File: src/design/lms_pkg.sv
package lms_pkg;

    localparam logic [11:0] LMS_LOOP_MODE_OFFSET = 12'ha01;
    localparam logic [13:0] LMS_LOOP_MODE_ADDR   = 14'h2804;
    localparam logic [13:0] LMS_STATUS_ADDR      = 14'h2808;
    localparam logic [7:0]  LMS_LOOP_MODE_RESET  = 8'h00;

    localparam int LMS_HOLDOVER_BIT = 6;
    localparam int LMS_FREERUN_BIT  = 5;
    localparam int LMS_SWMODE_HI    = 4;
    localparam int LMS_SWMODE_LO    = 2;
    localparam int LMS_MANREF_HI    = 1;
    localparam int LMS_MANREF_LO    = 0;

    typedef enum logic [2:0] {
        LMS_SW_AUTO_REVERT    = 3'h0,
        LMS_SW_AUTO_NONREVERT = 3'h1,
        LMS_SW_MAN_FALLBACK   = 3'h2,
        LMS_SW_MAN_AUTOHOLD   = 3'h3,
        LMS_SW_FULL_MANUAL    = 3'h4
    } lms_swmode_t;

    typedef enum logic [1:0] {
        LMS_REF_A = 2'h0,
        LMS_REF_B = 2'h1,
        LMS_REF_C = 2'h2,
        LMS_REF_D = 2'h3
    } lms_ref_t;

    typedef enum logic [2:0] {
        LMS_TW_LOOP    = 3'h1,
        LMS_TW_HISTORY = 3'h2,
        LMS_TW_FREERUN = 3'h4
    } lms_twsrc_t;

    typedef struct packed {
        logic        holdover;
        logic        freerun;
        lms_swmode_t swmode;
        lms_ref_t    manref;
    } lms_ctrl_t;

    typedef struct packed {
        lms_twsrc_t  tw_src;
        logic        force_unlock;
        lms_swmode_t swmode;
        logic        man_valid;
        lms_ref_t    man_ref;
    } lms_sel_t;

endpackage

File: src/design/lms_loop_mode.sv
// Summary of operation
// - Holdover bit, default zero, forces the device into holdover.
// - In forced holdover with history, oscillator uses the history tuning word.
// - In forced holdover without history, oscillator uses the free run word.
// - Forced holdover holds phase and frequency lock detectors unlocked.
// - Free run bit, default zero, forces free run from the free run word.
// - Free run wins over holdover when both bits are set.
// - Mode field code 000 default automatic revertive, 001 automatic nonrevertive.
// - Mode code 010 is manual selection with automatic fallback.
// - Code 011 manual with auto holdover, 100 fully manual without.
// - Manual reference field applies only in the three manual modes.
// - Manual reference 00 A, 01 B, 10 C, 11 D.
//
// Added by the designer: the APB interface to the registers.
`timescale 1ns/1ps
module lms_loop_mode (
    input  wire logic                   i_clk,
    input  wire logic                   i_arst_n,
    input  wire logic                   psel,
    input  wire logic                   penable,
    input  wire logic                   pwrite,
    input  wire logic            [13:0] paddr,
    input  wire logic            [31:0] pwdata,
    input  wire logic             [3:0] pstrb,
    output logic                 [31:0] prdata,
    output logic                        pready,
    output logic                        pslverr,
    input  wire logic                   i_history_valid,
    input  wire logic                   i_phase_locked,
    input  wire logic                   i_freq_locked,
    output lms_pkg::lms_sel_t           o_sel,
    output logic                        o_phase_locked,
    output logic                        o_freq_locked
);
    import lms_pkg::*;

    ////////////////////////////////////////////////////////////////////////////
    logic [7:0]    loop_mode_control;
    logic [1:0]    hist_sync;
    logic [1:0]    plock_sync;
    logic [1:0]    flock_sync;
    logic          access;
    logic          hit_ctrl;
    logic          hit_stat;
    lms_swmode_t   swmode;
    logic          man_valid;
    lms_ref_t      man_ref;
    lms_twsrc_t    tw_src;
    logic          force_unlock;
    lms_sel_t      next_sel;

    assign access   = psel && penable;
    assign hit_ctrl = paddr == LMS_LOOP_MODE_ADDR;
    assign hit_stat = paddr == LMS_STATUS_ADDR;
    assign pready   = 1'b1;
    // Unmapped addresses answer with an error rather than silently aliasing.
    assign pslverr  = access && !hit_ctrl && !hit_stat;

    ////////////////////////////////////////////////////////////////////////////
    // Reserved bit 7 is not stored and always reads zero.
    always_ff @(posedge i_clk or negedge i_arst_n) begin
        if (!i_arst_n) begin
            loop_mode_control <= LMS_LOOP_MODE_RESET;
        end else if (access && pwrite && hit_ctrl && pstrb[0]) begin
            loop_mode_control <= {1'b0, pwdata[6:0]};
        end
    end

    always_ff @(posedge i_clk or negedge i_arst_n) begin
        if (!i_arst_n) begin
            prdata <= 32'h0000_0000;
        end else if (psel && !penable && !pwrite) begin
            if (hit_ctrl) begin
                prdata <= {24'h00_0000, loop_mode_control};
            end else if (hit_stat) begin
                prdata <= {22'h00_0000, o_sel};
            end else begin
                prdata <= 32'h0000_0000;
            end
        end
    end

    ////////////////////////////////////////////////////////////////////////////
    // Status inputs come from other domains, so each passes two flops first.
    always_ff @(posedge i_clk or negedge i_arst_n) begin
        if (!i_arst_n) begin
            hist_sync  <= 2'h0;
            plock_sync <= 2'h0;
            flock_sync <= 2'h0;
        end else begin
            hist_sync  <= {hist_sync[0], i_history_valid};
            plock_sync <= {plock_sync[0], i_phase_locked};
            flock_sync <= {flock_sync[0], i_freq_locked};
        end
    end

    lms_mode_decode u_decode (
        .i_swmode_raw (loop_mode_control[LMS_SWMODE_HI:LMS_SWMODE_LO]),
        .i_manref_raw (loop_mode_control[LMS_MANREF_HI:LMS_MANREF_LO]),
        .o_swmode     (swmode),
        .o_man_valid  (man_valid),
        .o_man_ref    (man_ref)
    );

    lms_tw_select u_tw (
        .i_holdover      (loop_mode_control[LMS_HOLDOVER_BIT]),
        .i_freerun       (loop_mode_control[LMS_FREERUN_BIT]),
        .i_history_valid (hist_sync[1]),
        .o_tw_src        (tw_src),
        .o_force_unlock  (force_unlock)
    );

    always_comb begin
        next_sel.tw_src       = tw_src;
        next_sel.force_unlock = force_unlock;
        next_sel.swmode       = swmode;
        next_sel.man_valid    = man_valid;
        next_sel.man_ref      = man_valid ? man_ref : LMS_REF_A;
    end

    ////////////////////////////////////////////////////////////////////////////
    always_ff @(posedge i_clk or negedge i_arst_n) begin
        if (!i_arst_n) begin
            o_sel          <= '{tw_src: LMS_TW_LOOP, force_unlock: 1'b0,
                                swmode: LMS_SW_AUTO_REVERT, man_valid: 1'b0,
                                man_ref: LMS_REF_A};
            o_phase_locked <= 1'b0;
            o_freq_locked  <= 1'b0;
        end else begin
            o_sel          <= next_sel;
            o_phase_locked <= plock_sync[1] && !force_unlock;
            o_freq_locked  <= flock_sync[1] && !force_unlock;
        end
    end

    ////////////////////////////////////////////////////////////////////////////
    property p_holdover_hist;
        @(posedge i_clk) disable iff (!i_arst_n)
        (loop_mode_control[6] && !loop_mode_control[5] && hist_sync[1])
            |=> (o_sel.tw_src == LMS_TW_HISTORY);
    endproperty
    a_holdover_hist: assert property (p_holdover_hist)
        else $error("History word not used.");

    property p_holdover_nohist;
        @(posedge i_clk) disable iff (!i_arst_n)
        (loop_mode_control[6] && !hist_sync[1]) |=> (o_sel.tw_src == LMS_TW_FREERUN);
    endproperty
    a_holdover_nohist: assert property (p_holdover_nohist)
        else $error("Free run word not used.");

    property p_unlock;
        @(posedge i_clk) disable iff (!i_arst_n)
        (loop_mode_control[6] && !loop_mode_control[5]) |=> (!o_phase_locked && !o_freq_locked);
    endproperty
    a_unlock: assert property (p_unlock)
        else $error("Lock shown in holdover.");

    property p_freerun;
        @(posedge i_clk) disable iff (!i_arst_n)
        loop_mode_control[5] |=> (o_sel.tw_src == LMS_TW_FREERUN && !o_sel.force_unlock);
    endproperty
    a_freerun: assert property (p_freerun)
        else $error("Free run not given priority.");

    property p_holdover_enters;
        @(posedge i_clk) disable iff (!i_arst_n)
        $rose(loop_mode_control[6]) && !loop_mode_control[5] |=> o_sel.force_unlock;
    endproperty
    a_holdover_enters: assert property (p_holdover_enters)
        else $error("Holdover not entered.");

    property p_write_freerun;
        @(posedge i_clk) disable iff (!i_arst_n)
        (access && pwrite && hit_ctrl && pstrb[0] && pwdata[5])
            |=> ##1 (o_sel.tw_src == LMS_TW_FREERUN);
    endproperty
    a_write_freerun: assert property (p_write_freerun)
        else $error("Write did not force free run.");

    property p_mode_map;
        @(posedge i_clk) disable iff (!i_arst_n)
        1'b1 |=> (o_sel.swmode == (($past(loop_mode_control[4:2]) > 3'h4) ?
                  LMS_SW_AUTO_REVERT : lms_swmode_t'($past(loop_mode_control[4:2]))));
    endproperty
    a_mode_map: assert property (p_mode_map)
        else $error("Switchover mode wrong.");

    property p_man_ref;
        @(posedge i_clk) disable iff (!i_arst_n)
        (loop_mode_control[4:2] inside {3'h2, 3'h3, 3'h4})
            |=> (o_sel.man_valid && o_sel.man_ref == $past(loop_mode_control[1:0]));
    endproperty
    a_man_ref: assert property (p_man_ref)
        else $error("Manual reference wrong.");

    property p_auto_noman;
        @(posedge i_clk) disable iff (!i_arst_n)
        !(loop_mode_control[4:2] inside {3'h2, 3'h3, 3'h4}) |=> !o_sel.man_valid;
    endproperty
    a_auto_noman: assert property (p_auto_noman)
        else $error("Manual reference in auto mode.");

    property p_no_hist_unforced;
        @(posedge i_clk) disable iff (!i_arst_n)
        !(loop_mode_control[LMS_HOLDOVER_BIT] && !loop_mode_control[LMS_FREERUN_BIT]
          && hist_sync[1]) |=> (o_sel.tw_src != LMS_TW_HISTORY);
    endproperty
    a_no_hist_unforced: assert property (p_no_hist_unforced)
        else $error("History word used without forced holdover.");

    property p_loop_unforced;
        @(posedge i_clk) disable iff (!i_arst_n)
        (!loop_mode_control[LMS_HOLDOVER_BIT] && !loop_mode_control[LMS_FREERUN_BIT])
            |=> (o_sel.tw_src == LMS_TW_LOOP);
    endproperty
    a_loop_unforced: assert property (p_loop_unforced)
        else $error("Loop word not used while nothing is forced.");

    property p_no_unlock_unforced;
        @(posedge i_clk) disable iff (!i_arst_n)
        !(loop_mode_control[LMS_HOLDOVER_BIT] && !loop_mode_control[LMS_FREERUN_BIT])
            |=> !o_sel.force_unlock;
    endproperty
    a_no_unlock_unforced: assert property (p_no_unlock_unforced)
        else $error("Detectors held unlocked without forced holdover.");

    // Outside forced holdover the synchronised detector levels pass straight through.
    property p_lock_pass;
        @(posedge i_clk) disable iff (!i_arst_n)
        (!loop_mode_control[LMS_HOLDOVER_BIT] || loop_mode_control[LMS_FREERUN_BIT])
            |=> (o_phase_locked == $past(plock_sync[1]) &&
                 o_freq_locked == $past(flock_sync[1]));
    endproperty
    a_lock_pass: assert property (p_lock_pass)
        else $error("Lock levels not passed through.");

    property p_nonrevert;
        @(posedge i_clk) disable iff (!i_arst_n)
        (loop_mode_control[LMS_SWMODE_HI:LMS_SWMODE_LO] == 3'h1)
            |=> (o_sel.swmode == LMS_SW_AUTO_NONREVERT);
    endproperty
    a_nonrevert: assert property (p_nonrevert)
        else $error("Nonrevertive mode not selected.");

    property p_fallback;
        @(posedge i_clk) disable iff (!i_arst_n)
        (loop_mode_control[LMS_SWMODE_HI:LMS_SWMODE_LO] == 3'h2)
            |=> (o_sel.swmode == LMS_SW_MAN_FALLBACK);
    endproperty
    a_fallback: assert property (p_fallback)
        else $error("Manual fallback mode not selected.");

    property p_autohold;
        @(posedge i_clk) disable iff (!i_arst_n)
        (loop_mode_control[LMS_SWMODE_HI:LMS_SWMODE_LO] == 3'h3)
            |=> (o_sel.swmode == LMS_SW_MAN_AUTOHOLD);
    endproperty
    a_autohold: assert property (p_autohold)
        else $error("Manual auto holdover mode not selected.");

    property p_full_manual;
        @(posedge i_clk) disable iff (!i_arst_n)
        (loop_mode_control[LMS_SWMODE_HI:LMS_SWMODE_LO] == 3'h4)
            |=> (o_sel.swmode == LMS_SW_FULL_MANUAL);
    endproperty
    a_full_manual: assert property (p_full_manual)
        else $error("Full manual mode not selected.");

    property p_unused_code;
        @(posedge i_clk) disable iff (!i_arst_n)
        (loop_mode_control[LMS_SWMODE_HI:LMS_SWMODE_LO] inside {3'h5, 3'h6, 3'h7})
            |=> (o_sel.swmode == LMS_SW_AUTO_REVERT && !o_sel.man_valid);
    endproperty
    a_unused_code: assert property (p_unused_code)
        else $error("Unused mode code not treated as revertive.");

    property p_write_lands;
        @(posedge i_clk) disable iff (!i_arst_n)
        (access && pwrite && hit_ctrl && pstrb[0])
            |=> (loop_mode_control == {1'b0, $past(pwdata[6:0])});
    endproperty
    a_write_lands: assert property (p_write_lands)
        else $error("Register write did not land.");

    property p_strobe_off;
        @(posedge i_clk) disable iff (!i_arst_n)
        (access && pwrite && hit_ctrl && !pstrb[0]) |=> $stable(loop_mode_control);
    endproperty
    a_strobe_off: assert property (p_strobe_off)
        else $error("Write without byte strobe changed the register.");

    property p_read_ctrl;
        @(posedge i_clk) disable iff (!i_arst_n)
        (psel && !penable && !pwrite && hit_ctrl)
            |=> (prdata == {24'h00_0000, $past(loop_mode_control)});
    endproperty
    a_read_ctrl: assert property (p_read_ctrl)
        else $error("Control register read data wrong.");

    property p_read_stat;
        @(posedge i_clk) disable iff (!i_arst_n)
        (psel && !penable && !pwrite && hit_stat)
            |=> (prdata == {22'h00_0000, $past(o_sel)});
    endproperty
    a_read_stat: assert property (p_read_stat)
        else $error("Status read data wrong.");

    property p_read_unmapped;
        @(posedge i_clk) disable iff (!i_arst_n)
        (psel && !penable && !pwrite && !hit_ctrl && !hit_stat) |=> (prdata == 32'h0000_0000);
    endproperty
    a_read_unmapped: assert property (p_read_unmapped)
        else $error("Unmapped read data not zero.");

    c_holdover_hist: cover property (@(posedge i_clk) o_sel.tw_src == LMS_TW_HISTORY);
    c_status_read: cover property (@(posedge i_clk) access && !pwrite && hit_stat);
    c_both_set: cover property (@(posedge i_clk) loop_mode_control[6:5] == 2'h3);
    c_manual_d: cover property (@(posedge i_clk) o_sel.man_valid && o_sel.man_ref == LMS_REF_D);
    c_bad_addr: cover property (@(posedge i_clk) pslverr);

endmodule // lms_loop_mode

File: src/design/lms_mode_decode.sv
`timescale 1ns/1ps
module lms_mode_decode (
    input  wire logic             [2:0] i_swmode_raw,
    input  wire logic             [1:0] i_manref_raw,
    output lms_pkg::lms_swmode_t        o_swmode,
    output logic                        o_man_valid,
    output lms_pkg::lms_ref_t           o_man_ref
);
    import lms_pkg::*;

    always_comb begin
        case (i_swmode_raw)
            3'h0: o_swmode = LMS_SW_AUTO_REVERT;
            3'h1: o_swmode = LMS_SW_AUTO_NONREVERT;
            3'h2: o_swmode = LMS_SW_MAN_FALLBACK;
            3'h3: o_swmode = LMS_SW_MAN_AUTOHOLD;
            3'h4: o_swmode = LMS_SW_FULL_MANUAL;
            // Unused codes fall back to the safest automatic mode.
            default: o_swmode = LMS_SW_AUTO_REVERT;
        endcase
    end

    // Manual reference only matters in the three manual modes.
    assign o_man_valid = (o_swmode == LMS_SW_MAN_FALLBACK) ||
                         (o_swmode == LMS_SW_MAN_AUTOHOLD) ||
                         (o_swmode == LMS_SW_FULL_MANUAL);
    assign o_man_ref   = lms_ref_t'(i_manref_raw);

endmodule // lms_mode_decode

File: src/design/lms_tw_select.sv
`timescale 1ns/1ps
module lms_tw_select (
    input  wire logic             i_holdover,
    input  wire logic             i_freerun,
    input  wire logic             i_history_valid,
    output lms_pkg::lms_twsrc_t   o_tw_src,
    output logic                  o_force_unlock
);
    import lms_pkg::*;

    always_comb begin
        if (i_freerun) begin
            o_tw_src = LMS_TW_FREERUN;
        end else if (i_holdover && i_history_valid) begin
            o_tw_src = LMS_TW_HISTORY;
        end else if (i_holdover) begin
            o_tw_src = LMS_TW_FREERUN;
        end else begin
            o_tw_src = LMS_TW_LOOP;
        end
    end

    // Free run overrides holdover, so the detectors are only held when holdover is set without free run.
    assign o_force_unlock = i_holdover && !i_freerun;

endmodule // lms_tw_select

File: config.mk
export PLATFORM = sky130hd
export DESIGN_NAME = lms_loop_mode
export DESIGN_NICKNAME = d
export VERILOG_FILES = /design/src/design/lms_pkg.sv /design/src/design/lms_loop_mode.sv /design/src/design/lms_mode_decode.sv /design/src/design/lms_tw_select.sv
export SDC_FILE = /design/constraint.sdc
export NUM_CORES = 1
export LEC_CHECK = 0
export BUFFER_PORTS_ARGS = -buffer_cell sky130_fd_sc_hd__buf_2
export CAP_MARGIN = 20
export CORE_MARGIN = 8
export CORE_UTILIZATION = 30
export CTS_BUF_LIST = sky130_fd_sc_hd__clkbuf_8
export CTS_CLUSTER_SIZE = 8
export DETAILED_ROUTE_END_ITERATION = 10
export PLACE_DENSITY = 0.67
export SLEW_MARGIN = 40
export SYNTH_ARGS = -nofsm -noshare
export SYNTH_HDL_FRONTEND = slang
export SYNTH_HIERARCHICAL = 1
export SYNTH_SLANG_ARGS = --single-unit
File: constraint.sdc
create_clock -name i_clk -period 2.47 [get_ports i_clk]
set_input_delay 0.494 -clock i_clk [delete_from_list [all_inputs] [get_ports i_clk]]
set_output_delay 0.494 -clock i_clk [all_outputs]
set_load 0.05 [all_outputs]
## Yosys cells after proc, flatten, opt, wreduce, memory -nomap -nowiden

Index checks and enable logic that the tools add are counted.

- Word-level logic and storage cells: 48
- Bits in registers: 57
- Input port bits: 58
- Output and inout port bits: 46

- Eq/ne operators: 9
- Reduce and logical (&&, ||, !) cells: 20
- Multiplexer cells: 7

Operators by type and width:

| kind | count |
|---|---|
| 32-bit 2-to-1 mux | 1 |
| 14-bit == test (second input constant) | 2 |
| 3-bit by 2-bit == test with 1-bit output (second input constant) | 4 |
| 1-bit logical AND | 12 |
| 3-bit case mux with 4 select lines | 1 |
| 10-bit 2-to-1 mux | 1 |
| 3-bit 2-to-1 mux | 3 |
| 3-bit == test (second input constant) | 2 |
| 1-bit zero test | 6 |
| 3-bit by 1-bit == test with 1-bit output (second input constant) | 1 |
| 1-bit logical OR | 2 |
| 2-bit 2-to-1 mux | 1 |

## Longest topological paths before layout

Gate-level depths: netlist of the first run.

- Depth after elaboration: 6
- Gate-level depth with buffers: 5
- Mapped depth without buffers: 4

## Modules after synthesis

Netlist of the first run, hierarchy kept.

By module, submodules not included:

| module | cells an instance | area an instance (µm²) | instances |
|---|---|---|---|
| lms_loop_mode | 104 | 1447.6 | 1 |
| lms_mode_decode | 6 | 46.3 | 1 |
| lms_tw_select | 5 | 35.0 | 1 |

## Worst setup path before layout of the first run

No wires, ideal clock.

- Path kind: input to output
- From: input port paddr[11]
- To: output port pslverr
- Data arrival time: 1.426 ns
- Path slack: 0.550 ns
- Stages on the path: 4
- Cells stage by stage: nor4b_4 -> nand3_2 -> a21oi_1 -> nor2_1

- Word-level cells in the longest chain between the ends: 4
- Elaborated cells between the ends (all ways): 6

RTL lines:

| what | line | source |
|---|---|---|
| start: declaration | lms_loop_mode.sv:22 | `input wire logic [13:0] paddr,` |
| 14-bit == test | lms_loop_mode.sv:53 | `assign hit_ctrl = paddr == LMS_LOOP_MODE_ADDR;` |
| 1-bit zero test | lms_loop_mode.sv:57 | `assign pslverr = access && !hit_ctrl && !hit_stat;` |
| 1-bit logical AND | lms_loop_mode.sv:57 |  |
| 1-bit logical AND (*) | lms_loop_mode.sv:57 |  |
| end: declaration | lms_loop_mode.sv:27 | `output logic pslverr,` |

Every way passes the cells marked *; elsewhere a longest branch is shown, timed or not.

## Worst setup path in the final report of the first run

- From: input port paddr[8]
- To: output port pslverr

Same word-level chain as after synthesis.

==> results of run 1 <==
sequential cells by signal, indices dropped and copies added, names as in the netlist:
register and cells:
o_sel 10, prdata 10, loop_mode_control 7, flock_sync 2
hist_sync 2, plock_sync 2, o_freq_locked 1, o_phase_locked 1
synth_stat cells, drive strengths merged:
cell and instances:
mux2 7, or2 1, inv 1, dfstp 1, buf 25, a21oi 1
nor4b 2, and2 10, nor4 2, clkbuf 1, a221o 7, nor2 3
nor3 2, nor2b 5, nand3 1, nor3b 1, dfrtp 34, a22o 3
a21o 1, nand2b 2, conb 2, nand2 3
layout by cell type (no fill, tap or decap):
master    netlist  final
nor3_2          1      1
nor4_4          1      1
mux2_2          7      7
or2_1           1      1
nand2b_1        2      2
a21oi_1         1      1
inv_1           1      2
buf_2           0     51
clkinv_2        0      1
nand2_1         3      3
and2_0          7      7
nor4_2          1      1
a21o_1          1      1
nor3_1          1      1
nor4b_4         2      2
nor2_1          3      3
a221o_1         7      7
a22o_1          3      3
buf_4          25      3
dfrtp_1        34     34
nor2b_4         1      1
conb_1          2     23
dfstp_2         1      1
nor2b_1         4      4
clkbuf_8        0      6
nand3_2         1      1
and2_1          3      3
nor3b_2         1      1
metrics by stage:
stage / hold WS, ns / setup WS (ns) / cell area (um^2) / cells / power, mW
after CTS: 0.300 / 0.488 / 1870 / 242 / 1.14
after floorplan: 0.198 / 0.550 / 1610 / 136 / 0.717
final: 0.141 / 0.510 / 1870 / 242 / 1.13
after global placement: 0.333 / 0.303 / 1780 / 234 / 0.728
after detailed placement: 0.335 / 0.288 / 1780 / 234 / 0.730
after global routing: 0.174 / 0.426 / 1870 / 242 / 1.18
logic make-up (layout without fill, tap and decap cells):
kind of cell / count (synthesis) / in the layout / share of synthesized area [%]
simple gates: 32 / 32 / 17.1
flops: 35 / 35 / 57.4
compound gates: 12 / 12 / 7.12
mux: 7 / 7 / 5.16
other cells: 2 / 23 / 0.491
buf+inv: 27 / 63 / 12.8
where the power goes:
part / internal [mW] / switching (mW) / total (mW)
clock network: 0.220 / 0.192 / 0.413
registers: 0.580 / 0.00158 / 0.581
logic: 0.0242 / 0.114 / 0.138
total: 0.824 / 0.308 / 1.13
layer usage:
layer | vias to the layer above | GRT usage (%)
met5 | - | 0
met1 | 463 | 9.06
met3 | 5 | 5.38
met4 | 0 | 3.28
met2 | 43 | 13.4
li1 | 457 | -
area by class of cell:
type,instances,area share (%)
Sequential cell,35,46.8
Multi-Input combinational cell,74,28.6
Timing Repair Buffer,54,14.8
Tap cell,70,4.68
Clock buffer,6,4.41
Clock inverter,2,0.468
Inverter,1,0.200
critical path, cell delays in order:
cell,delay (ns)
buf_2,0.11
nor4b_4,0.28
nand3_2,0.18
a21oi_1,0.15
nor2_1,0.05
buf_2,0.21
worst paths after layout:
check                                     startpoint  slack (ns)  cells past startpoint       endpoint
worst max-delay path                        paddr[8]        0.51                      6        pslverr
worst min-delay path                        i_arst_n        0.14                      1       o_sel[1]
worst max register to register  loop_mode_control[4]        1.40                      3       o_sel[0]
worst min register to register         plock_sync[0]        0.35                      0  plock_sync[1]
max in group asynchronous                   i_arst_n        1.98                      1       o_sel[7]
min in group i_clk                    i_phase_locked        0.31                      1  plock_sync[0]
==> metrics.log, run 1 <==
INFO  metric tritoncts = yes
INFO  metric maxCapViolCount = 0
INFO  metric setup-tns-final = 0 ns
INFO  metric cts_resized = 0
INFO  metric ys_ff_latch = 35
INFO  metric sequential_area_share_after_synthesis = a little under three fifths
INFO  metric rsz0062_at_grt = no
INFO  metric postRouteAntennaNets = 0
INFO  metric row_count = 26
INFO  metric maxSlewHeadroom = 62.7%
INFO  metric max_freq = around 510 MHz
INFO  metric h-tree-depth = 2
INFO  metric ctsRootBufferMaster = clkbuf_8
INFO  metric layout.area.seq = 877 um^2
INFO  metric cts.clk_slew.worst_paths = around 0.070 ns
INFO  metric met2_wirelength = approximately 1.4 mm
INFO  metric setup.worst_path.class = in2out
INFO  metric topRoutingLayerUsed = met4
INFO  metric synthDominantCellAreaShare = a little under three fifths
INFO  metric setup-violations-final = 0
INFO  metric drt-total-wl = 3.12 mm
INFO  metric classification_of_the_worst_slack_hold_path = in2async
INFO  metric wl_met1 = about 1.2 mm
INFO  metric holdBufCountCts = 0
INFO  metric utilization = a little under two fifths
INFO  metric grt_max_degree = 36
INFO  metric ctsLongestPathBuffers = 2
INFO  metric final_net_count = 229
INFO  metric post_cts.repair.setup_buffers = 0
INFO  metric die-height = 87.4 um
INFO  metric dr.first_iter.drc_count = 11
INFO  metric filler_cell_count = about 510
INFO  metric worst_setup_path_end_kind = primary output
INFO  metric worst_slew_pin_slew = roughly 0.56 ns
INFO  metric finalClockSkew = a little under 0.003 ns
INFO  metric maxSlewViolCount = 0
INFO  metric diodes = 0
INFO  metric yosys_warnings = 6
INFO  metric dr_wl_met3 = around 430 um
INFO  metric first_pass_grt_wire_length = a little under 5 mm
INFO  metric syn-mean-instance-area = 13.3 um^2
INFO  metric multi_input_area = 536 um^2
INFO  metric total_global_routing_overflow = 0
INFO  metric area_delta_synth_final = 22.5%
INFO  metric io_pins = around 100
INFO  metric port_buffers = 52
INFO  metric synth.lib_cells_used.distinct = 26
INFO  metric detailedPlacementHpwl = about 2.5 mm
INFO  metric floorplan.die_area = ~7600 um^2
INFO  metric p_per_area = 604 nW/um^2
INFO  metric viasPerCell = roughly 4
INFO  metric status = complete, no violations
INFO  metric globalplace.congestion = between 0.6 and 0.7
INFO  metric netlist_top_cells_area = dfrtp_1, buf_4, mux2_2, a221o_1, nor4b_4
INFO  metric detail_route.first_pass.iterations = 2
INFO  metric vias = approximately 970
INFO  metric vias_in_the_first_global_route = approximately 1k
INFO  metric drive_above_1_share = ~45%
INFO  metric worst_ep_arrival_time = about 1.5 ns
INFO  metric initial_utilization = between 30% and 40%
INFO  metric grt_usage = approximately 8.6%
INFO  metric crit_required = around 2.0 ns
INFO  metric die_w = a little under 90 um
INFO  metric antenna_violations_before_repair = 0
INFO  metric core = approximately 5000 um^2
INFO  metric dr_drc_count = 0
INFO  metric cp_max_fo = 4
INFO  metric clock_latency = between 0.2 and 0.3 ns
INFO  metric postSynthCellCount = around 120
INFO  metric fin_crit_sh = between 70% and 80%
INFO  metric cp-start-kind = input pin
INFO  metric clock_sink_count = 35
INFO  metric post_synth_instance_area = 1530 um^2
INFO  metric irDropWorstVdd = 0.389 mV
INFO  metric cts-buffers-inserted = 5
INFO  metric fin_crit = about 2.0 ns
INFO  metric synth_area_leader_cell = dfrtp_1
INFO  metric power_leakage = a little over 1 nW
INFO  metric finalHoldViolCount = 0
INFO  metric wl_per_cell = 12.9 um
Power figures use the tool's default switching activity.
==> run 2: changes to the inputs <==
Settings changed: PLACE_DENSITY 0.67 to 0.69.
Clock period 2.47 ns to 1.6 ns, I/O delays scaled along.
==> run 2 against run 1 <==
Global-route usage decreased by 0.10 points. Non-clock buffer count increased by 4. Total power increased by 53%. Largest power group unchanged.
==> metrics.log, run 2 (synthesis gave the netlist of run 1 again) <==
INFO  metric core = 5010 um^2 (unchanged)
INFO  metric port_buffers = 52 (unchanged)
INFO  metric grt_usage = 8.45% (-0.10 points)
INFO  metric die_w = 87.4 um (unchanged)
INFO  metric final_net_count = 233 (+1.7%)
INFO  metric area_delta_synth_final = 24.1%
INFO  metric first_pass_grt_wire_length = 4.89 mm (-1.1%)
INFO  metric layout.cells.most_common = buf_2
INFO  metric viasPerCell = 3.89 (-2.8%)
INFO  metric worstSetupStartpoint = paddr[8]
INFO  metric worst_setup_path_end_kind = primary output
INFO  metric maxSlewViolCount = 0 (unchanged)
INFO  metric fin_crit = 1.55 ns
INFO  metric drt-total-wl = 3.14 mm (+0.67%)
INFO  metric initial_utilization = 30.5% (unchanged)
INFO  metric row_count = 26 (unchanged)
INFO  metric cts_resized = 0 (unchanged)
INFO  metric die-height = 87.4 um (unchanged)
INFO  metric cp_max_fo = 2 (-2)
INFO  metric max_freq = 646 MHz
INFO  metric worst_slack = 0.0529 ns (-0.457 ns)
INFO  metric io_pins = 104 (unchanged)
INFO  metric setup-tns-final = 0 ns (unchanged)
INFO  metric holdBufCountCts = 0 (unchanged)
INFO  metric h-tree-depth = 2 (unchanged)
INFO  metric total_global_routing_overflow = 0 (unchanged)
INFO  metric setup-violations-final = 0 (unchanged)
INFO  metric postRouteAntennaNets = 0 (unchanged)
INFO  metric rsz0062_at_grt = no
INFO  metric reg2reg_setup_slack = 0.53 ns (-0.87 ns)
INFO  metric diodes = 0 (unchanged)
INFO  metric fin_crit_sh = between 90% and 100%
INFO  metric clock_sink_count = 35 (unchanged)
INFO  metric setup.worst_path.class = in2out
INFO  metric p_per_area = 913 nW/um^2 (+51%)
INFO  metric reg2reg_depth = 3 (unchanged)
INFO  metric globalplace.congestion = 0.721 (+3.6%)
INFO  metric timing.rr.start = loop_mode_control[3]
INFO  metric cp-start-kind = input pin
INFO  metric layout.cells.most_common_list = buf_2, dfrtp_1, conb_1
INFO  metric detail_route.first_pass.iterations = 4 (+2)
INFO  metric antenna_violations_before_repair = 0 (unchanged)
INFO  metric dr_drc_count = 0 (unchanged)
INFO  metric detailedPlacementHpwl = 2.53 mm (+0.90%)
INFO  metric drive_above_1_share = 46.6% (+1.8 points)
INFO  metric post-place-ws = -0.129 ns (-0.418 ns)
INFO  metric power_leakage = 1.03 nW (+0.54%)
INFO  metric vias = 956 (-1.2%)
INFO  metric clock_latency = 0.28 ns (about the same)
INFO  metric cts.clk_slew.worst_paths = 0.07 ns (about the same)
INFO  metric floorplan.die_area = 7640 um^2 (unchanged)
INFO  metric tritoncts = yes
INFO  metric ctsRootBufferMaster = clkbuf_8
INFO  metric layout_top_registers = o_sel x10, prdata x10, loop_mode_control x7
INFO  metric ctsLongestPathBuffers = 2 (unchanged)
INFO  metric utilization = 37.9% (+0.50 points)
INFO  metric dr.first_iter.drc_count = 17 (+6)
INFO  metric cts-buffers-inserted = 5 (unchanged)
INFO  metric worst_ep_arrival_time = 1.23 ns (-0.24 ns)
INFO  metric maxCapViolCount = 0 (unchanged)
INFO  metric filler_cell_count = 507 (+0.20%)
INFO  metric wl_per_cell = 12.8 um (-0.96%)
INFO  metric crit_required = 1.28 ns (-0.70 ns)
INFO  metric finalClockSkew = 0.00236 ns (-0.000593 ns)
INFO  metric hold-worst-slack = 0.0544 ns (-0.0868 ns)
INFO  metric vias_in_the_first_global_route = 975 (-2.7%)
INFO  metric grt_max_degree = 36 (unchanged)
INFO  metric finalHoldViolCount = 0 (unchanged)
INFO  metric irDropWorstVdd = 0.567 mV (+46%)
INFO  metric classification_of_the_worst_slack_hold_path = in2async
INFO  metric status = complete, no violations
## run 2: path summary, 6_finish.rpt
| check | endpoint |
|---|---|
| setup / recovery | pslverr |
| hold / removal | o_sel[0] |
| setup reg to reg | o_sel[0] |
| hold reg to reg | flock_sync[1] |
| max in group asynchronous | o_sel[7] |
| min in group i_clk | plock_sync[0] |
## run 2: area by class of cell
cell class / instances / area (um^2) / area share, %
multi-input cells: 74 / 536 / 28.2
clock inverters: 3 / 20.0 / 1.05
flip-flops and latches: 35 / 877 / 46.2
clock buffers: 5 / 68.8 / 3.63
well taps: 70 / 87.6 / 4.61
inverters: 1 / 3.75 / 0.198
repair buffers: 58 / 305 / 16.1
## run 2: per-layer routing
metal	wire length [um]	global-route usage, %	vias to the layer above
met5	0	0	-
met2	1480	12.7	44
met4	43	3.28	0
met3	347	4.62	5
met1	1270	9.78	440
li1	-	-	467
## run 2: critical path, cell delays in order
cell     delay [ns]
buf_2          0.11
nor4b_4        0.30
nand3_2        0.12
a21oi_1        0.13
nor2_1         0.04
buf_2          0.21
## run 2: where the power goes
group          internal [mW]  leakage (nW)  switching (mW)  total, mW
Sequential             0.895         0.467         0.00229      0.897
Combinational         0.0384         0.520           0.176      0.214
Clock                  0.302        0.0402           0.320      0.622
## run 2: timing repair
item | in CTS | in global routing
setup buffers | 1 | 0
endpoints found under the setup margin | 1 | 0
hold endpoints to repair | 0 | 0
## run 2: through the flow
step | power, mW | cell area [um^2] | cells
after floorplan | 1.11 | 1610 | 136
after global placement | 1.13 | 1800 | 237
after detailed placement | 1.13 | 1800 | 237
after CTS | 1.75 | 1900 | 246
after global routing | 1.81 | 1900 | 246
final | 1.73 | 1900 | 246
==> run 3: changes to the inputs <==
Settings changed: CORE_MARGIN 8 to 2.
==> run 3 against run 2 <==
Clock power up 26%. Combinational power barely moved. Largest cell class unchanged. Sequential power is essentially flat. Worst setup slack better by 0.025 ns. Utilization is 2.2 points higher.
==> metrics.log, run 3 (synthesis gave the netlist of run 1 again) <==
INFO  metric status = complete, no violations
INFO  metric grt_usage = 10.6% (+2.1 points)
INFO  metric dr_drc_count = 0 (unchanged)
INFO  metric vias = 978 (+2.3%)
INFO  metric power_leakage = 1.05 nW (+2.2%)
INFO  metric max_freq = 657 MHz (+1.6%)
INFO  metric finalClockSkew = 0.00558 ns (+0.00321 ns)
INFO  metric multi_input_area = 536 um^2 (unchanged)
INFO  metric detailed_place.area = 1800 um^2 (-0.21%)
INFO  metric final_net_count = 234 (+0.43%)
INFO  metric min_to = plock_sync[0]
INFO  metric diodes = 0 (unchanged)
INFO  metric total_global_routing_overflow = 0 (unchanged)
INFO  metric drt-total-wl = 2.75 mm (-13%)
INFO  metric final_area = 1930 um^2 (+1.7%)
INFO  metric maxSlewViolCount = 0 (unchanged)
INFO  metric hp-start = i_phase_locked
INFO  metric initial_utilization = 31.7% (+1.2 points)
INFO  metric classification_of_the_worst_slack_hold_path = in2reg
INFO  metric setup-violations-final = 0 (unchanged)
INFO  metric cp_max_fo = 3 (+1)
INFO  metric port_buffers = 52 (unchanged)
INFO  metric reg2reg_setup_slack = 0.51 ns (-0.02 ns)
INFO  metric h-tree-depth = 2 (unchanged)
INFO  metric maxCapViolCount = 0 (unchanged)
INFO  metric vias_in_the_first_global_route = 958 (-1.7%)
INFO  metric crit_path_max_incr_delay = 0.27 ns (-0.03 ns)
INFO  metric crit_required = 1.28 ns (about the same)
INFO  metric timing.hold.worst_path_depth = 1
INFO  metric detail_route.first_pass.iterations = 4 (unchanged)
INFO  metric fin_crit_sh = 95.1% (-1.6 points)
INFO  metric fin_crit = 1.52 ns (-0.0250 ns)
INFO  metric cts-buffers-inserted = 5 (unchanged)
INFO  metric total_power = 1.90 mW (+9.4%)
INFO  metric layout.area.seq = 877 um^2 (unchanged)
INFO  metric floorplan.die_area = 5680 um^2 (-26%)
INFO  metric worst_ep_arrival_time = 1.20 ns (-0.03 ns)
INFO  metric dr.first_iter.drc_count = 13 (-4)
INFO  metric cp_cell_sequence = buf_2, nor4b_4, nand3_2, a21oi_1, nor2_1, buf_4
INFO  metric ctsRootBufferMaster = clkbuf_8
INFO  metric globalplace.congestion = 0.738 (+2.3%)
INFO  metric cts.clk_slew.worst_paths = 0.07 ns (about the same)
INFO  metric clock_latency = 0.29 ns (about the same)
INFO  metric instances_no_fill = 244 (-0.81%)
INFO  metric clock_sink_count = 35 (unchanged)
INFO  metric cp-start-kind = input pin
INFO  metric ctsLongestPathBuffers = 2 (unchanged)
INFO  metric irDropWorstVdd = 0.716 mV (+26%)
INFO  metric place.detailed.instances = 234 (-1.3%)
INFO  metric layout.cells.most_common = buf_2
INFO  metric switching_share = 26.2% (-2.5 points)
INFO  metric setup.worst_path.class = in2out
INFO  metric antenna_violations_before_repair = 0 (unchanged)
INFO  metric layout.cells.most_common_list = buf_2, dfrtp_1, conb_1
INFO  metric tritoncts = yes
INFO  metric first_pass_grt_wire_length = 4.33 mm (-11%)
INFO  metric postRouteAntennaNets = 0 (unchanged)
INFO  metric area_delta_synth_final = 26.3%
INFO  metric p_per_area = 982 nW/um^2 (+7.5%)
INFO  metric io_pins = 104 (unchanged)
INFO  metric power.sequential.fraction = 47.3% (-4.4 points)
INFO  metric timing.rr.end = o_sel[0]
INFO  metric cp_slowest_cell = nor4b_4
INFO  metric finalHoldViolCount = 0 (unchanged)
INFO  metric comb_power_share = 11.4% (-1.0 points)
INFO  metric die_w = 75.4 um (-14%)
INFO  metric detailedPlacementHpwl = 2.19 mm (-13%)
INFO  metric timing.rr.start = loop_mode_control[3]
INFO  metric filler_cell_count = 484 (-4.5%)
INFO  metric wl_per_cell = 11.3 um (-12%)
INFO  metric core = 4820 um^2 (-3.8%)
INFO  metric share_clk_of_total_power = 41.3% (+5.4 points)
INFO  metric reg2reg_depth = 3 (unchanged)
INFO  metric grt_max_degree = 24 (-33%)
INFO  metric layout_top_registers = o_sel x10, prdata x10, loop_mode_control x7
INFO  metric cellInternalPower = 1.40 mW (+13%)
INFO  metric worst_setup_path_end_kind = primary output
INFO  metric viasPerCell = 4.01 (+3.1%)
INFO  metric die-height = 75.4 um (-14%)
INFO  metric p_switching = 0.497 mW (-0.19%)
INFO  metric drive_above_1_share = 46.3% (-0.26 points)
INFO  metric row_count = 25 (-3.8%)
[run 3: changes by cell type in the layout (fill, tap and decap cells not counted)]
cell,previous run,this run
clkinv_4,0,1
clkinvlp_4,2,0
bufinv_16,0,1
buf_4,6,7
buf_2,52,51
dlygate4sd3_1,0,1
[run 3: how the worst max path moves through the flow]
stage	start	end	slack, ns
after floorplan	paddr[11]	pslverr	0.03
after global placement	paddr[1]	loop_mode_control[6]	-0.1
after detailed placement	paddr[8]	loop_mode_control[3]	-0.1
after CTS	paddr[1]	pslverr	0.003
after global routing	paddr[4]	pslverr	-0.0007
final	paddr[8]	pslverr	0.08
[run 3: per-stage QoR]
step           setup TNS (ns)  setup WS (ns)  utilization, %  hold slack, ns
2_1_floorplan               0         0.0277               -          0.0244
3_3_place_gp            -1.00        -0.0986            37.3           0.305
3_5_place_dp           -0.789        -0.0956            37.3           0.311
4_1_cts                     0        0.00340            39.9           0.127
5_1_grt             -0.000738      -0.000738            40.1           0.125
6_report                    0         0.0779            40.1           0.134
[run 3: power by group through the flow]
stage | registers, mW | clock network [mW] | logic, mW
floorplan | 0.923 | 0 | 0.184
global placement | 0.914 | 0 | 0.213
detailed placement | 0.914 | 0 | 0.215
CTS | 0.897 | 0.801 | 0.217
global route | 0.897 | 0.847 | 0.233
finish | 0.897 | 0.784 | 0.215
[run 3: repair_timing]
| item | in CTS | in global routing |
|---|---|---|
| hold buffers | 1 | 0 |
| buffers inserted | 0 | 1 |
| resized for setup | 0 | 2 |
| endpoints found under the hold margin | 13 | 0 |
| setup endpoints to repair | 0 | 1 |
[run 3: cell type report]
class                           instances  share of cell area, %
Tap cell                               67                   4.34
Multi-Input combinational cell         74                   27.7
Timing Repair Buffer                   59                   16.5
Clock buffer                            5                   3.56
Clock inverter                          3                   2.27
Sequential cell                        35                   45.4
Inverter                                1                  0.194
[run 3: critical path, delay by kind of cell]
| family | cells | cell delay [ns] |
|---|---|---|
| buffers and inverters | 2 | 0.29 |
| AO/OA/AOI/OAI | 1 | 0.13 |
| AND/OR/NAND/NOR | 3 | 0.45 |
[run 3: routing by layer]
| layer | GRT usage (%) | vias up | wire [um] |
|---|---|---|---|
| li1 | - | 468 | - |
| met1 | 11.9 | 461 | 1130 |
| met2 | 17.5 | 43 | 1360 |
| met3 | 4.50 | 6 | 208 |
| met4 | 4.68 | 0 | 48 |
| met5 | 0 | - | 0 |
